$ cat src/hdl/i2cm_defs.svh
// Register offsets, field positions and reset values of the bus controller
`ifndef I2CM_DEFS_SVH
`define I2CM_DEFS_SVH

`define I2CM_ADDR_W 3
`define I2CM_OFS_DATA 3'h0
`define I2CM_OFS_STAT 3'h1
`define I2CM_OFS_CTRL 3'h2
`define I2CM_OFS_DIVH 3'h3
`define I2CM_OFS_DIVL 3'h4

// Control register fields
`define I2CM_CTL_EN 7
`define I2CM_CTL_START 6
`define I2CM_CTL_STOP 5
`define I2CM_CTL_DIVIRQ 4
`define I2CM_CTL_TXIE 3
`define I2CM_CTL_NAK 2
`define I2CM_CTL_FLUSH 1

// Status register fields
`define I2CM_ST_TXE 7
`define I2CM_ST_RXF 6
`define I2CM_ST_NACKI 5
`define I2CM_ST_ACK 4
`define I2CM_ST_BUSY 3

`define I2CM_CTRL_RST 8'h00
`define I2CM_DATA_RST 8'h00
`define I2CM_DIV_RST 16'h0010
`define I2CM_LAST_BIT 3'h7

`endif

$ cat src/hdl/i2cm_pkg.sv
// Types shared by the bus controller modules
package i2cm_pkg;
  typedef enum logic [3:0] {
    ST_IDLE = 4'b0000,
    ST_START = 4'b0001,
    ST_BIT_LO = 4'b0010,
    ST_BIT_HI = 4'b0011,
    ST_ACK_LO = 4'b0100,
    ST_ACK_HI = 4'b0101,
    ST_HOLD = 4'b0110,
    ST_STOP_A = 4'b0111,
    ST_STOP_B = 4'b1000,
    ST_STOP_C = 4'b1001,
    ST_RS_A = 4'b1010,
    ST_RS_B = 4'b1011
  } i2cm_state_t;
endpackage

$ cat src/hdl/i2cm_brg_if.sv
// Link between the controller and its baud rate divider
`timescale 1ns/10ps
interface i2cm_div_if #(parameter int DIV_W = 16);
  logic [DIV_W-1:0] divisor;
  logic run;
  logic tick;
  modport ctrl (output divisor, output run, input tick);
  modport cnt (input divisor, input run, output tick);
endinterface

$ cat src/hdl/i2cm_brg.sv
// Baud rate divider: one tick each time the count reaches one
`timescale 1ns/10ps
module i2cm_div #(
  parameter int DIV_W = 16
) (
  input wire logic clk,
  input wire logic rst,
  i2cm_div_if.cnt bus
);
  logic [DIV_W-1:0] cnt_q;
  logic [DIV_W-1:0] cnt_d;
  wire at_one = (cnt_q <= {{(DIV_W-1){1'b0}}, 1'b1});

  // A divisor of zero or one ticks on every clock
  assign cnt_d = (!bus.run || at_one) ? bus.divisor
                                      : cnt_q - {{(DIV_W-1){1'b0}}, 1'b1};
  assign bus.tick = bus.run && at_one;

  always_ff @(posedge clk) begin
    if (rst) begin
      cnt_q <= '0;
    end else begin
      cnt_q <= cnt_d;
    end
  end
endmodule

$ cat src/hdl/i2cm_ctrl.sv
// Two-wire bus master: transmit path, registers and baud timer
//
// Functional notes
// - Data register write clears transmit-empty flag
// - Empty flag stalls at acknowledge phase start
// - Disabled with select set, divider ticks interrupt
// - Empty flag asserts regardless of interrupt enable
// - Transmit interrupt and request need enable
// - Status shows empty, full and nack flags
// - Nack sets flag, holds until stop/start
// - No nack interrupt after stop-marked byte
// - Empty flag at first bit of each byte
// - Start bit issues start then loads shifter
// - First address bit out raises empty flag
// - Remaining bits shift out autonomously
// - Low data line at acknowledge sets ack
// - Nack sets flag, clears ack, interrupts
// - Stop clears stop bit and nack flag
`timescale 1ns/10ps
`include "i2cm_defs.svh"
module i2cm_ctrl #(
  parameter int DIV_W = 16
) (
  // Clock and reset
  input wire logic clk,
  input wire logic rst,
  // Register port
  input wire logic [`I2CM_ADDR_W-1:0] addr,
  input wire logic [7:0] wdata,
  input wire logic wr,
  input wire logic rd,
  output logic [7:0] rdata,
  // Requests to the system
  output logic irq,
  output logic dma_tx_req,
  // Serial bus pins, enables active low
  output logic scl_out,
  output logic scl_oe_n,
  input wire logic sda_in,
  output logic sda_out,
  output logic sda_oe_n
);
  // The divisor register is two bytes, so no wider counter has a source
  if (DIV_W < 8 || DIV_W > 16) begin : g_div_w_check
    $error("i2cm_ctrl: DIV_W must lie in 8..16");
  end

  i2cm_div_if #(.DIV_W(DIV_W)) div_bus ();
  i2cm_div #(.DIV_W(DIV_W)) u_div (
    .clk(clk),
    .rst(rst),
    .bus(div_bus)
  );

  i2cm_pkg::i2cm_state_t st_q;
  i2cm_pkg::i2cm_state_t st_d;
  logic [7:0] data_q;
  logic [7:0] shift_q;
  logic [2:0] bcnt_q;
  logic [15:0] div_q;
  logic en_q;
  logic div_irq_sel_q;
  logic tx_int_en_q;
  logic nak_q;
  logic start_q;
  logic stop_q;
  logic tx_empty_flag;
  logic nack_interrupt_flag;
  logic rx_full_flag;
  logic ack_q;
  logic sda_m_q;
  logic sda_s_q;
  logic scl_low_q;
  logic sda_low_q;
  logic [7:0] rdata_q;

  function automatic logic hit(input logic [`I2CM_ADDR_W-1:0] ofs);
    hit = (addr == ofs);
  endfunction

  wire tick = div_bus.tick;
  wire wr_data = wr && hit(`I2CM_OFS_DATA);
  wire wr_ctrl = wr && hit(`I2CM_OFS_CTRL);
  wire flush = wr_ctrl && wdata[`I2CM_CTL_FLUSH];
  wire last_or_restart = stop_q || start_q;
  wire first_bit_out = (st_q == i2cm_pkg::ST_BIT_HI) && tick &&
                       (bcnt_q == `I2CM_LAST_BIT);
  wire ack_sample = (st_q == i2cm_pkg::ST_ACK_HI) && tick;
  wire got_ack = ack_sample && !sda_s_q;
  wire got_nack = ack_sample && sda_s_q;
  wire take_start = (st_q == i2cm_pkg::ST_IDLE) && tick && en_q &&
                    start_q && !tx_empty_flag;
  wire load_shift = (st_q == i2cm_pkg::ST_START) && tick;
  wire stop_done = (st_q == i2cm_pkg::ST_STOP_C) && tick;
  wire div_event = div_bus.tick && !en_q && div_irq_sel_q;
  wire [7:0] status = {tx_empty_flag, rx_full_flag, nack_interrupt_flag,
                       ack_q, (st_q != i2cm_pkg::ST_IDLE), 3'h0};
  wire [7:0] control = {en_q, start_q, stop_q, div_irq_sel_q, tx_int_en_q,
                        nak_q, 2'h0};

  assign div_bus.divisor = div_q[DIV_W-1:0];
  assign div_bus.run = en_q || div_irq_sel_q;

  // Bit sequencer, advancing one phase per divider tick
  always_comb begin
    st_d = st_q;
    case (st_q)
      i2cm_pkg::ST_IDLE: if (take_start) st_d = i2cm_pkg::ST_START;
      i2cm_pkg::ST_START: if (tick) st_d = i2cm_pkg::ST_BIT_LO;
      i2cm_pkg::ST_BIT_LO: if (tick) st_d = i2cm_pkg::ST_BIT_HI;
      i2cm_pkg::ST_BIT_HI: begin
        if (tick) begin
          st_d = (bcnt_q == 3'h0) ? i2cm_pkg::ST_ACK_LO
                                  : i2cm_pkg::ST_BIT_LO;
        end
      end
      i2cm_pkg::ST_ACK_LO: begin
        // Parked here with the clock low until a byte or end arrives
        if (tick && (!tx_empty_flag || last_or_restart)) begin
          st_d = i2cm_pkg::ST_ACK_HI;
        end
      end
      i2cm_pkg::ST_ACK_HI: begin
        if (tick) begin
          if (stop_q) st_d = i2cm_pkg::ST_STOP_A;
          else if (sda_s_q) st_d = i2cm_pkg::ST_HOLD;
          else if (start_q) st_d = i2cm_pkg::ST_RS_A;
          else st_d = i2cm_pkg::ST_BIT_LO;
        end
      end
      i2cm_pkg::ST_HOLD: begin
        if (tick && stop_q) st_d = i2cm_pkg::ST_STOP_A;
        else if (tick && start_q) st_d = i2cm_pkg::ST_RS_A;
      end
      i2cm_pkg::ST_STOP_A: if (tick) st_d = i2cm_pkg::ST_STOP_B;
      i2cm_pkg::ST_STOP_B: if (tick) st_d = i2cm_pkg::ST_STOP_C;
      i2cm_pkg::ST_STOP_C: if (tick) st_d = i2cm_pkg::ST_IDLE;
      i2cm_pkg::ST_RS_A: if (tick) st_d = i2cm_pkg::ST_RS_B;
      i2cm_pkg::ST_RS_B: if (tick) st_d = i2cm_pkg::ST_START;
      default: st_d = i2cm_pkg::ST_IDLE;
    endcase
    if (!en_q) begin
      st_d = i2cm_pkg::ST_IDLE;
    end
  end

  always_ff @(posedge clk) begin
    if (rst) begin
      st_q <= i2cm_pkg::ST_IDLE;
    end else begin
      st_q <= st_d;
    end
  end

  // Shifter: a fresh byte is taken at start and after each ack not followed by stop or a repeated start
  always_ff @(posedge clk) begin
    if (rst) begin
      shift_q <= 8'h00;
      bcnt_q <= 3'h0;
    end else if (load_shift || (ack_sample && st_d == i2cm_pkg::ST_BIT_LO)) begin
      shift_q <= data_q;
      bcnt_q <= `I2CM_LAST_BIT;
    end else if ((st_q == i2cm_pkg::ST_BIT_HI) && tick) begin
      shift_q <= {shift_q[6:0], 1'b0};
      bcnt_q <= bcnt_q - 3'h1;
    end
  end

  // Transmit-empty: the hardware set wins over a same-cycle write
  always_ff @(posedge clk) begin
    if (rst) begin
      tx_empty_flag <= 1'b1;
    end else if (first_bit_out || flush) begin
      tx_empty_flag <= 1'b1;
    end else if (wr_data) begin
      tx_empty_flag <= 1'b0;
    end
  end

  always_ff @(posedge clk) begin
    if (rst) begin
      data_q <= `I2CM_DATA_RST;
    end else if (wr_data) begin
      data_q <= wdata;
    end
  end

  // Acknowledge and not-acknowledge flags
  always_ff @(posedge clk) begin
    if (rst) begin
      ack_q <= 1'b0;
      nack_interrupt_flag <= 1'b0;
    end else begin
      if (got_ack) begin
        ack_q <= 1'b1;
      end else if (got_nack) begin
        ack_q <= 1'b0;
      end
      if (got_nack && !stop_q) begin
        nack_interrupt_flag <= 1'b1;
      end else if (stop_done) begin
        nack_interrupt_flag <= 1'b0;
      end
    end
  end

  // Receive path lives elsewhere; the flag is kept for software polling
  always_ff @(posedge clk) begin
    if (rst) begin
      rx_full_flag <= 1'b0;
    end else if (rd && hit(`I2CM_OFS_DATA)) begin
      rx_full_flag <= 1'b0;
    end
  end

  // Control register; start and stop clear themselves once served
  always_ff @(posedge clk) begin
    if (rst) begin
      {en_q, start_q, stop_q, div_irq_sel_q, tx_int_en_q, nak_q} <= 6'h00;
    end else if (wr_ctrl) begin
      en_q <= wdata[`I2CM_CTL_EN];
      start_q <= wdata[`I2CM_CTL_START];
      stop_q <= wdata[`I2CM_CTL_STOP];
      div_irq_sel_q <= wdata[`I2CM_CTL_DIVIRQ];
      tx_int_en_q <= wdata[`I2CM_CTL_TXIE];
      nak_q <= wdata[`I2CM_CTL_NAK];
    end else begin
      if (load_shift) start_q <= 1'b0;
      if (stop_done) stop_q <= 1'b0;
    end
  end

  always_ff @(posedge clk) begin
    if (rst) begin
      div_q <= `I2CM_DIV_RST;
    end else if (wr && hit(`I2CM_OFS_DIVH)) begin
      div_q[15:8] <= wdata;
    end else if (wr && hit(`I2CM_OFS_DIVL)) begin
      div_q[7:0] <= wdata;
    end
  end

  // Read data stand for exactly the cycle after the strobe
  always_ff @(posedge clk) begin
    if (rst || !rd) begin
      rdata_q <= 8'h00;
    end else begin
      case (addr)
        `I2CM_OFS_DATA: rdata_q <= data_q;
        `I2CM_OFS_STAT: rdata_q <= status;
        `I2CM_OFS_CTRL: rdata_q <= control;
        `I2CM_OFS_DIVH: rdata_q <= div_q[15:8];
        `I2CM_OFS_DIVL: rdata_q <= div_q[7:0];
        default: rdata_q <= 8'h00;
      endcase
    end
  end
  assign rdata = rdata_q;

  // Requests: transmit side gated by its enable
  assign dma_tx_req = en_q && tx_int_en_q && tx_empty_flag;
  assign irq = dma_tx_req || nack_interrupt_flag || rx_full_flag ||
               div_event;

  // Pad sampling through two flops before any use
  always_ff @(posedge clk) begin
    if (rst) begin
      sda_m_q <= 1'b1;
      sda_s_q <= 1'b1;
    end else begin
      sda_m_q <= sda_in;
      sda_s_q <= sda_m_q;
    end
  end

  // Pin drive registered from the state so edges are glitch free
  always_ff @(posedge clk) begin
    if (rst) begin
      scl_low_q <= 1'b0;
      sda_low_q <= 1'b0;
    end else begin
      scl_low_q <= (st_q == i2cm_pkg::ST_BIT_LO) ||
                   (st_q == i2cm_pkg::ST_ACK_LO) ||
                   (st_q == i2cm_pkg::ST_HOLD) ||
                   (st_q == i2cm_pkg::ST_STOP_A) ||
                   (st_q == i2cm_pkg::ST_RS_A);
      sda_low_q <= (st_q == i2cm_pkg::ST_START) ||
                   (st_q == i2cm_pkg::ST_STOP_A) ||
                   (st_q == i2cm_pkg::ST_STOP_B) ||
                   (((st_q == i2cm_pkg::ST_BIT_LO) ||
                     (st_q == i2cm_pkg::ST_BIT_HI)) && !shift_q[7]);
    end
  end
  assign scl_out = 1'b0;
  assign sda_out = 1'b0;
  assign scl_oe_n = !scl_low_q;
  assign sda_oe_n = !sda_low_q;

  // Checks
  property p_wr_clears;
    @(posedge clk) disable iff (rst)
    wr_data && !first_bit_out && !flush |=> !tx_empty_flag;
  endproperty
  a_wr_clears: assert property (p_wr_clears)
    else $error("data write did not clear the empty flag");

  property p_ack_stall;
    @(posedge clk) disable iff (rst)
    (st_q == i2cm_pkg::ST_ACK_LO) && tx_empty_flag && !last_or_restart &&
    en_q && !wr_ctrl |=> (st_q == i2cm_pkg::ST_ACK_LO);
  endproperty
  a_ack_stall: assert property (p_ack_stall)
    else $error("controller left the acknowledge stall");

  property p_div_irq;
    @(posedge clk) disable iff (rst)
    div_bus.tick && !en_q && div_irq_sel_q |-> irq;
  endproperty
  a_div_irq: assert property (p_div_irq)
    else $error("divider tick gave no interrupt");

  // Any interrupt not owed to nack, receive or timer is a transmit one
  property p_tx_gate;
    @(posedge clk) disable iff (rst)
    dma_tx_req || (irq && !nack_interrupt_flag && !rx_full_flag &&
    !div_event) |-> tx_int_en_q && tx_empty_flag;
  endproperty
  a_tx_gate: assert property (p_tx_gate)
    else $error("transmit request without enable");

  property p_nack_hold;
    @(posedge clk) disable iff (rst)
    (st_q == i2cm_pkg::ST_HOLD) && !stop_q && !start_q && en_q &&
    !wr_ctrl |=> (st_q == i2cm_pkg::ST_HOLD);
  endproperty
  a_nack_hold: assert property (p_nack_hold)
    else $error("paused transfer resumed without stop or start");

  property p_no_nacki_stop;
    @(posedge clk) disable iff (rst)
    got_nack && stop_q && !nack_interrupt_flag |=> !nack_interrupt_flag;
  endproperty
  a_no_nacki_stop: assert property (p_no_nacki_stop)
    else $error("nack flag raised after stop was set");

  property p_first_bit;
    @(posedge clk) disable iff (rst)
    first_bit_out |=> tx_empty_flag ##1 ($past(bcnt_q) == 3'h6);
  endproperty
  a_first_bit: assert property (p_first_bit)
    else $error("empty flag not raised after first bit");

  property p_ack_set;
    @(posedge clk) disable iff (rst)
    got_ack |=> ack_q && $stable(nack_interrupt_flag);
  endproperty
  a_ack_set: assert property (p_ack_set)
    else $error("acknowledge not recorded");

  property p_stop_clear;
    @(posedge clk) disable iff (rst)
    stop_done && !wr_ctrl |=> !stop_q && !nack_interrupt_flag &&
                              (st_q == i2cm_pkg::ST_IDLE);
  endproperty
  a_stop_clear: assert property (p_stop_clear)
    else $error("stop did not clear stop bit and nack flag");

  property p_flush;
    @(posedge clk) disable iff (rst)
    flush |=> tx_empty_flag;
  endproperty
  a_flush: assert property (p_flush)
    else $error("flush left the empty flag low");

  property p_start_seq;
    @(posedge clk) disable iff (rst)
    take_start |=> (st_q == i2cm_pkg::ST_START) ##1 (!sda_oe_n && scl_oe_n);
  endproperty
  a_start_seq: assert property (p_start_seq)
    else $error("start condition not issued");

  c_start: cover property (@(posedge clk) disable iff (rst) take_start);
  c_nack: cover property (@(posedge clk) disable iff (rst) got_nack);
  c_stall: cover property (@(posedge clk) disable iff (rst)
    (st_q == i2cm_pkg::ST_ACK_LO) && tx_empty_flag [*3]);
  c_stop: cover property (@(posedge clk) disable iff (rst) stop_done);
endmodule

$ cat config.mk
export PLATFORM = sky130hd
export DESIGN_NAME = i2cm_ctrl
export DESIGN_NICKNAME = d
export VERILOG_FILES = /design/src/hdl/i2cm_pkg.sv /design/src/hdl/i2cm_brg_if.sv /design/src/hdl/i2cm_brg.sv /design/src/hdl/i2cm_ctrl.sv
export VERILOG_INCLUDE_DIRS = /design/src /design/src/hdl
export SDC_FILE = /design/constraint.sdc
export NUM_CORES = 1
export LEC_CHECK = 0
export BUFFER_PORTS_ARGS = -buffer_cell sky130_fd_sc_hd__buf_2
export CAP_MARGIN = 20
export CORE_MARGIN = 2
export CORE_UTILIZATION = 60
export CTS_CLUSTER_DIAMETER = 100
export CTS_CLUSTER_SIZE = 40
export DETAILED_ROUTE_END_ITERATION = 10
export PLACE_DENSITY = 0.91
export SLEW_MARGIN = 20
export SYNTH_ARGS = -nofsm -noshare
export SYNTH_HDL_FRONTEND = slang
export SYNTH_HIERARCHICAL = 1
export SYNTH_SLANG_ARGS = --single-unit
export TNS_END_PERCENT = 100
$ cat constraint.sdc
create_clock -name clk -period 4.4 [get_ports clk]
set_input_delay 0.44 -clock clk [delete_from_list [all_inputs] [get_ports clk]]
set_output_delay 0.44 -clock clk [all_outputs]
set_load 0.02 [all_outputs]
==> flow_metrics.py <==
metrics = {
    "power": {
        "power.density_nw_per_um2": 336.3,
        "seqPwrFrac_pct": 50.6,
        "ir_drop_mv": 0.2476,
        "intPower_uw": 1037,
        "p_clk_share_pct": 39.4,
        "p_switching_uw": 374.6,
        "finalPower_uw": 1412,
        "static-leakage-power_uw": 0.001427,
        "combPwrFrac_pct": 10.0,
        "switching_share_pct": 26.53,
    },
    "sta": {
        "grt_setup_unrepaired": "false",
        "worstMarginPinSlew_ns": 0.8333,
        "fmax_ghz": 0.2825,
        "slew_headroom_pct": 44.44,
        "fin_skew_ns": 0.01150,
        "drv_slew": 0,
        "fin_setup_tns_ns": 0,
        "fin_crit_sh_pct": 80.46,
        "setup_viol": 0,
        "layout_min_cycle_time_ns": 3.540,
        "hold_viol_final": 0,
    },
    "synth": {
        "ys.flop_type": "dfxtp_1",
        "synth.distinct_cells": 58,
        "postSynthCellCount": 464,
        "synth_area_um2": 3920,
        "ys_seq_area_share_pct": 38.81,
        "ys_seq_elements": 76,
        "synthArstFlopShare_pct": 0,
        "syn_area_per_cell_um2": 8.448,
        "yosys_warnings": 6,
        "synth_edf_count": 0,
    },
    "cts": {
        "numCtsBuffers": 9,
        "cts_resized": 0,
        "cts_tree": "done",
        "clkSinkCount": 76,
        "clock-root-buffer": "clkbuf_8",
        "path_clk_slew_ns": 0.08,
        "clk_latency_ns": 0.35,
        "htreeDepth": 3,
        "cts_hold_buf": 0,
        "cts_buffer_depth": 2,
        "postCtsSetupRepairBufs": 0,
    },
    "setup_path": {
        "path_cells": "or4_4 > or4_4 > nor4_1 > buf_4 > nand3_1 > nor3_4 > a221oi_4 > a21o_4 > a211oi_2",
        "crit_arrival_ns": 3.81,
        "path_max_fanout": 14,
        "cp-end-kind": "register",
        "critPathMaxStageDelay_ns": 0.57,
        "worstSetupPathType": "reg2reg",
        "r2r_setup_slack_ns": 0.86,
        "crit_path_frequent_cell": "or4_4",
        "required_ns": 4.66,
        "cp-start-kind": "register",
        "ff2ff_path_depth": 9,
        "crit_slowest_cell": "nor3_4",
    },
    "outcome": {
        "status": "finished clean",
    },
    "detailed_routing": {
        "num_vias": 3462,
        "drtIter0Drc": 458,
        "ant_nets": 0,
        "drc_errors": 0,
        "post_drt_wl_per_cell_um": 17.13,
        "wl_mm": 9.539,
        "dr.pass1.iters": 6,
        "via_per_inst": 6.215,
    },
    "global_route": {
        "grt_pass1_vias": 3233,
        "grt_max_degree": 42,
        "grt_pass1_wl_mm": 15.72,
        "grtUsageTotal_pct": 27.32,
        "gr-total-overflow": 0,
        "antenna_found_initial": 0,
    },
    "floorplan": {
        "start_util_pct": 61.73,
        "die_w_um": 84.83,
        "die-area_um2": 7196,
        "die_h_um": 84.83,
        "ios": 30,
        "core_um2": 6350,
        "rows": 29,
    },
    "final_layout": {
        "final_layout_size_suffix_gt1_share_pct": 19.38,
        "instances_no_fill": 557,
        "register_area_um2": 1521,
        "fill_cells": 472,
        "n_antenna_cell": 0,
        "final_util_pct": 66.13,
        "multi_input_area_um2": 2147,
        "area_growth_pct": 7.118,
        "nets": 496,
    },
    "placed_design": {
        "place_inst": 541,
        "dpl.hpwl_mm": 6.574,
        "io_buffer_count": 27,
        "gp_congestion": 0.8856,
    },
    "worst_hold_path": {
        "hold_depth": 2,
        "min_path_type": "in2reg",
    },
    "run": {
        "cap_viol_max_count": 0,
    },
}
layout make-up:
| class | count | area share, % |
|---|---|---|
| Inverter | 18 | 1.609 |
| Sequential cell | 76 | 36.23 |
| Multi-Input combinational cell | 340 | 51.13 |
| Tap cell | 77 | 2.294 |
| Clock buffer | 10 | 3.278 |
| Timing Repair Buffer | 30 | 3.754 |
| Clock inverter | 6 | 1.698 |
power by group through the flow:
stage	clock network [µW]	registers [µW]	logic, µW
finish	556	715	141
global route	593	717	152
CTS	559	715	139
detailed placement	0	731	137
global placement	0	730	132
floorplan	0	727	107
worst max-delay path: cells and delay by family, from the launching register on:
family          cells  cell delay (ns)
compound gates      3             0.85
flops               1             0.35
buf+inv             1             0.23
simple gates        5             2.01
metal layers:
metal / track usage (%) / vias to the layer above / part of all wire, %
li1: - / 1633 / -
met1: 36.29 / 1634 / 41
met2: 43.31 / 172 / 49
met3: 4.864 / 23 / 7.8
met4: 12.99 / 0 / 2.7
met5: 0 / - / 0
synthesized netlist by cell type, types with 2 or more instances:
cell       n  area [µm²]
buf_6      6       67.56
or2_2      5       31.28
nand2b_1   8       50.05
buf_2      3       15.01
xnor2_1   13       113.9
o21ai_0    9       45.04
nand3_1   11       55.05
and2_1     4       25.02
mux2_2     7       78.83
a22oi_1    9       67.56
nand2_1   73       274.0
o21a_1     2       15.01
xor2_1     2       17.52
clkbuf_1  15       56.30
buf_4      6       45.04
a211oi_2  23       287.8
o211ai_1   3       22.52
nor2b_1    4       25.02
dfxtp_1   76        1521
and3_1     3       18.77
a21oi_1   55       275.3
ha_1       5       62.56
or4_4      2       22.52
nor2_1    45       168.9
mux2i_1    6       60.06
nor4_1     5       31.28
nand3b_1   3       22.52
nor3_1     8       40.04
a211oi_1   7       52.55
inv_1     18       67.56
final timing paths:
| kind | end | startpoint |
|---|---|---|
| setup reg to reg | shift_q[6] | u_div/cnt_q[12] |
| hold reg to reg | sda_s_q | sda_m_q |
| hold / removal | sda_m_q | sda_in |
| setup / recovery | shift_q[6] | u_div/cnt_q[12] |
per-stage QoR:
stage,setup slack (ns),hold WS (ns),instance area (µm²)
2_1_floorplan,1.216,0.3895,3924
3_3_place_gp,1.043,0.3934,3990
3_5_place_dp,0.8941,0.3958,3990
4_1_cts,0.8373,0.2641,4199
5_1_grt,0.6244,0.2843,4199
6_report,0.8596,0.2743,4199
sequential cells by signal, summed over array words and instances, names as in the netlist, 3 cells and up:
name,cells
shift_q,8
u_div/cnt_q,16
rdata,8
div_bus.divisor,16
bcnt_q,3
st_q,4
data_q,8
placed cells by master (no fill, tap or decap), types with 3 or more instances in the layout:
cell type,count
dfxtp_1,76
nand2_1,73
a21oi_1,55
nor2_1,45
buf_2,27
a211oi_2,23
inv_1,18
xnor2_1,13
nand3_1,11
clkbuf_8,10
a22oi_1,9
o21ai_0,9
nand2b_1,8
nor3_1,8
a211oi_1,7
mux2_2,7
mux2i_1,6
or2_2,5
ha_1,5
nor4_1,5
and2_1,4
nor2b_1,4
and3_1,3
nand3b_1,3
o211ai_1,3
buf_4,3
kinds of logic (layout without fill, tap and decap cells):
| kind of cell | Yosys count | count (layout) | synth area share (%) |
|---|---|---|---|
| AND/OR/NAND/NOR | 184 | 184 | 22.73 |
| AO/OA/AOI/OAI | 121 | 121 | 23.36 |
| flip-flops | 76 | 76 | 38.81 |
| buffers and inverters | 49 | 64 | 6.511 |
| XOR/XNOR | 15 | 15 | 3.352 |
| multiplexers | 13 | 13 | 3.543 |
| adder cells (fa/ha/maj) | 5 | 5 | 1.596 |
| other | 1 | 2 | 0.09566 |
No activity file was read; power rests on OpenSTA's default activity.
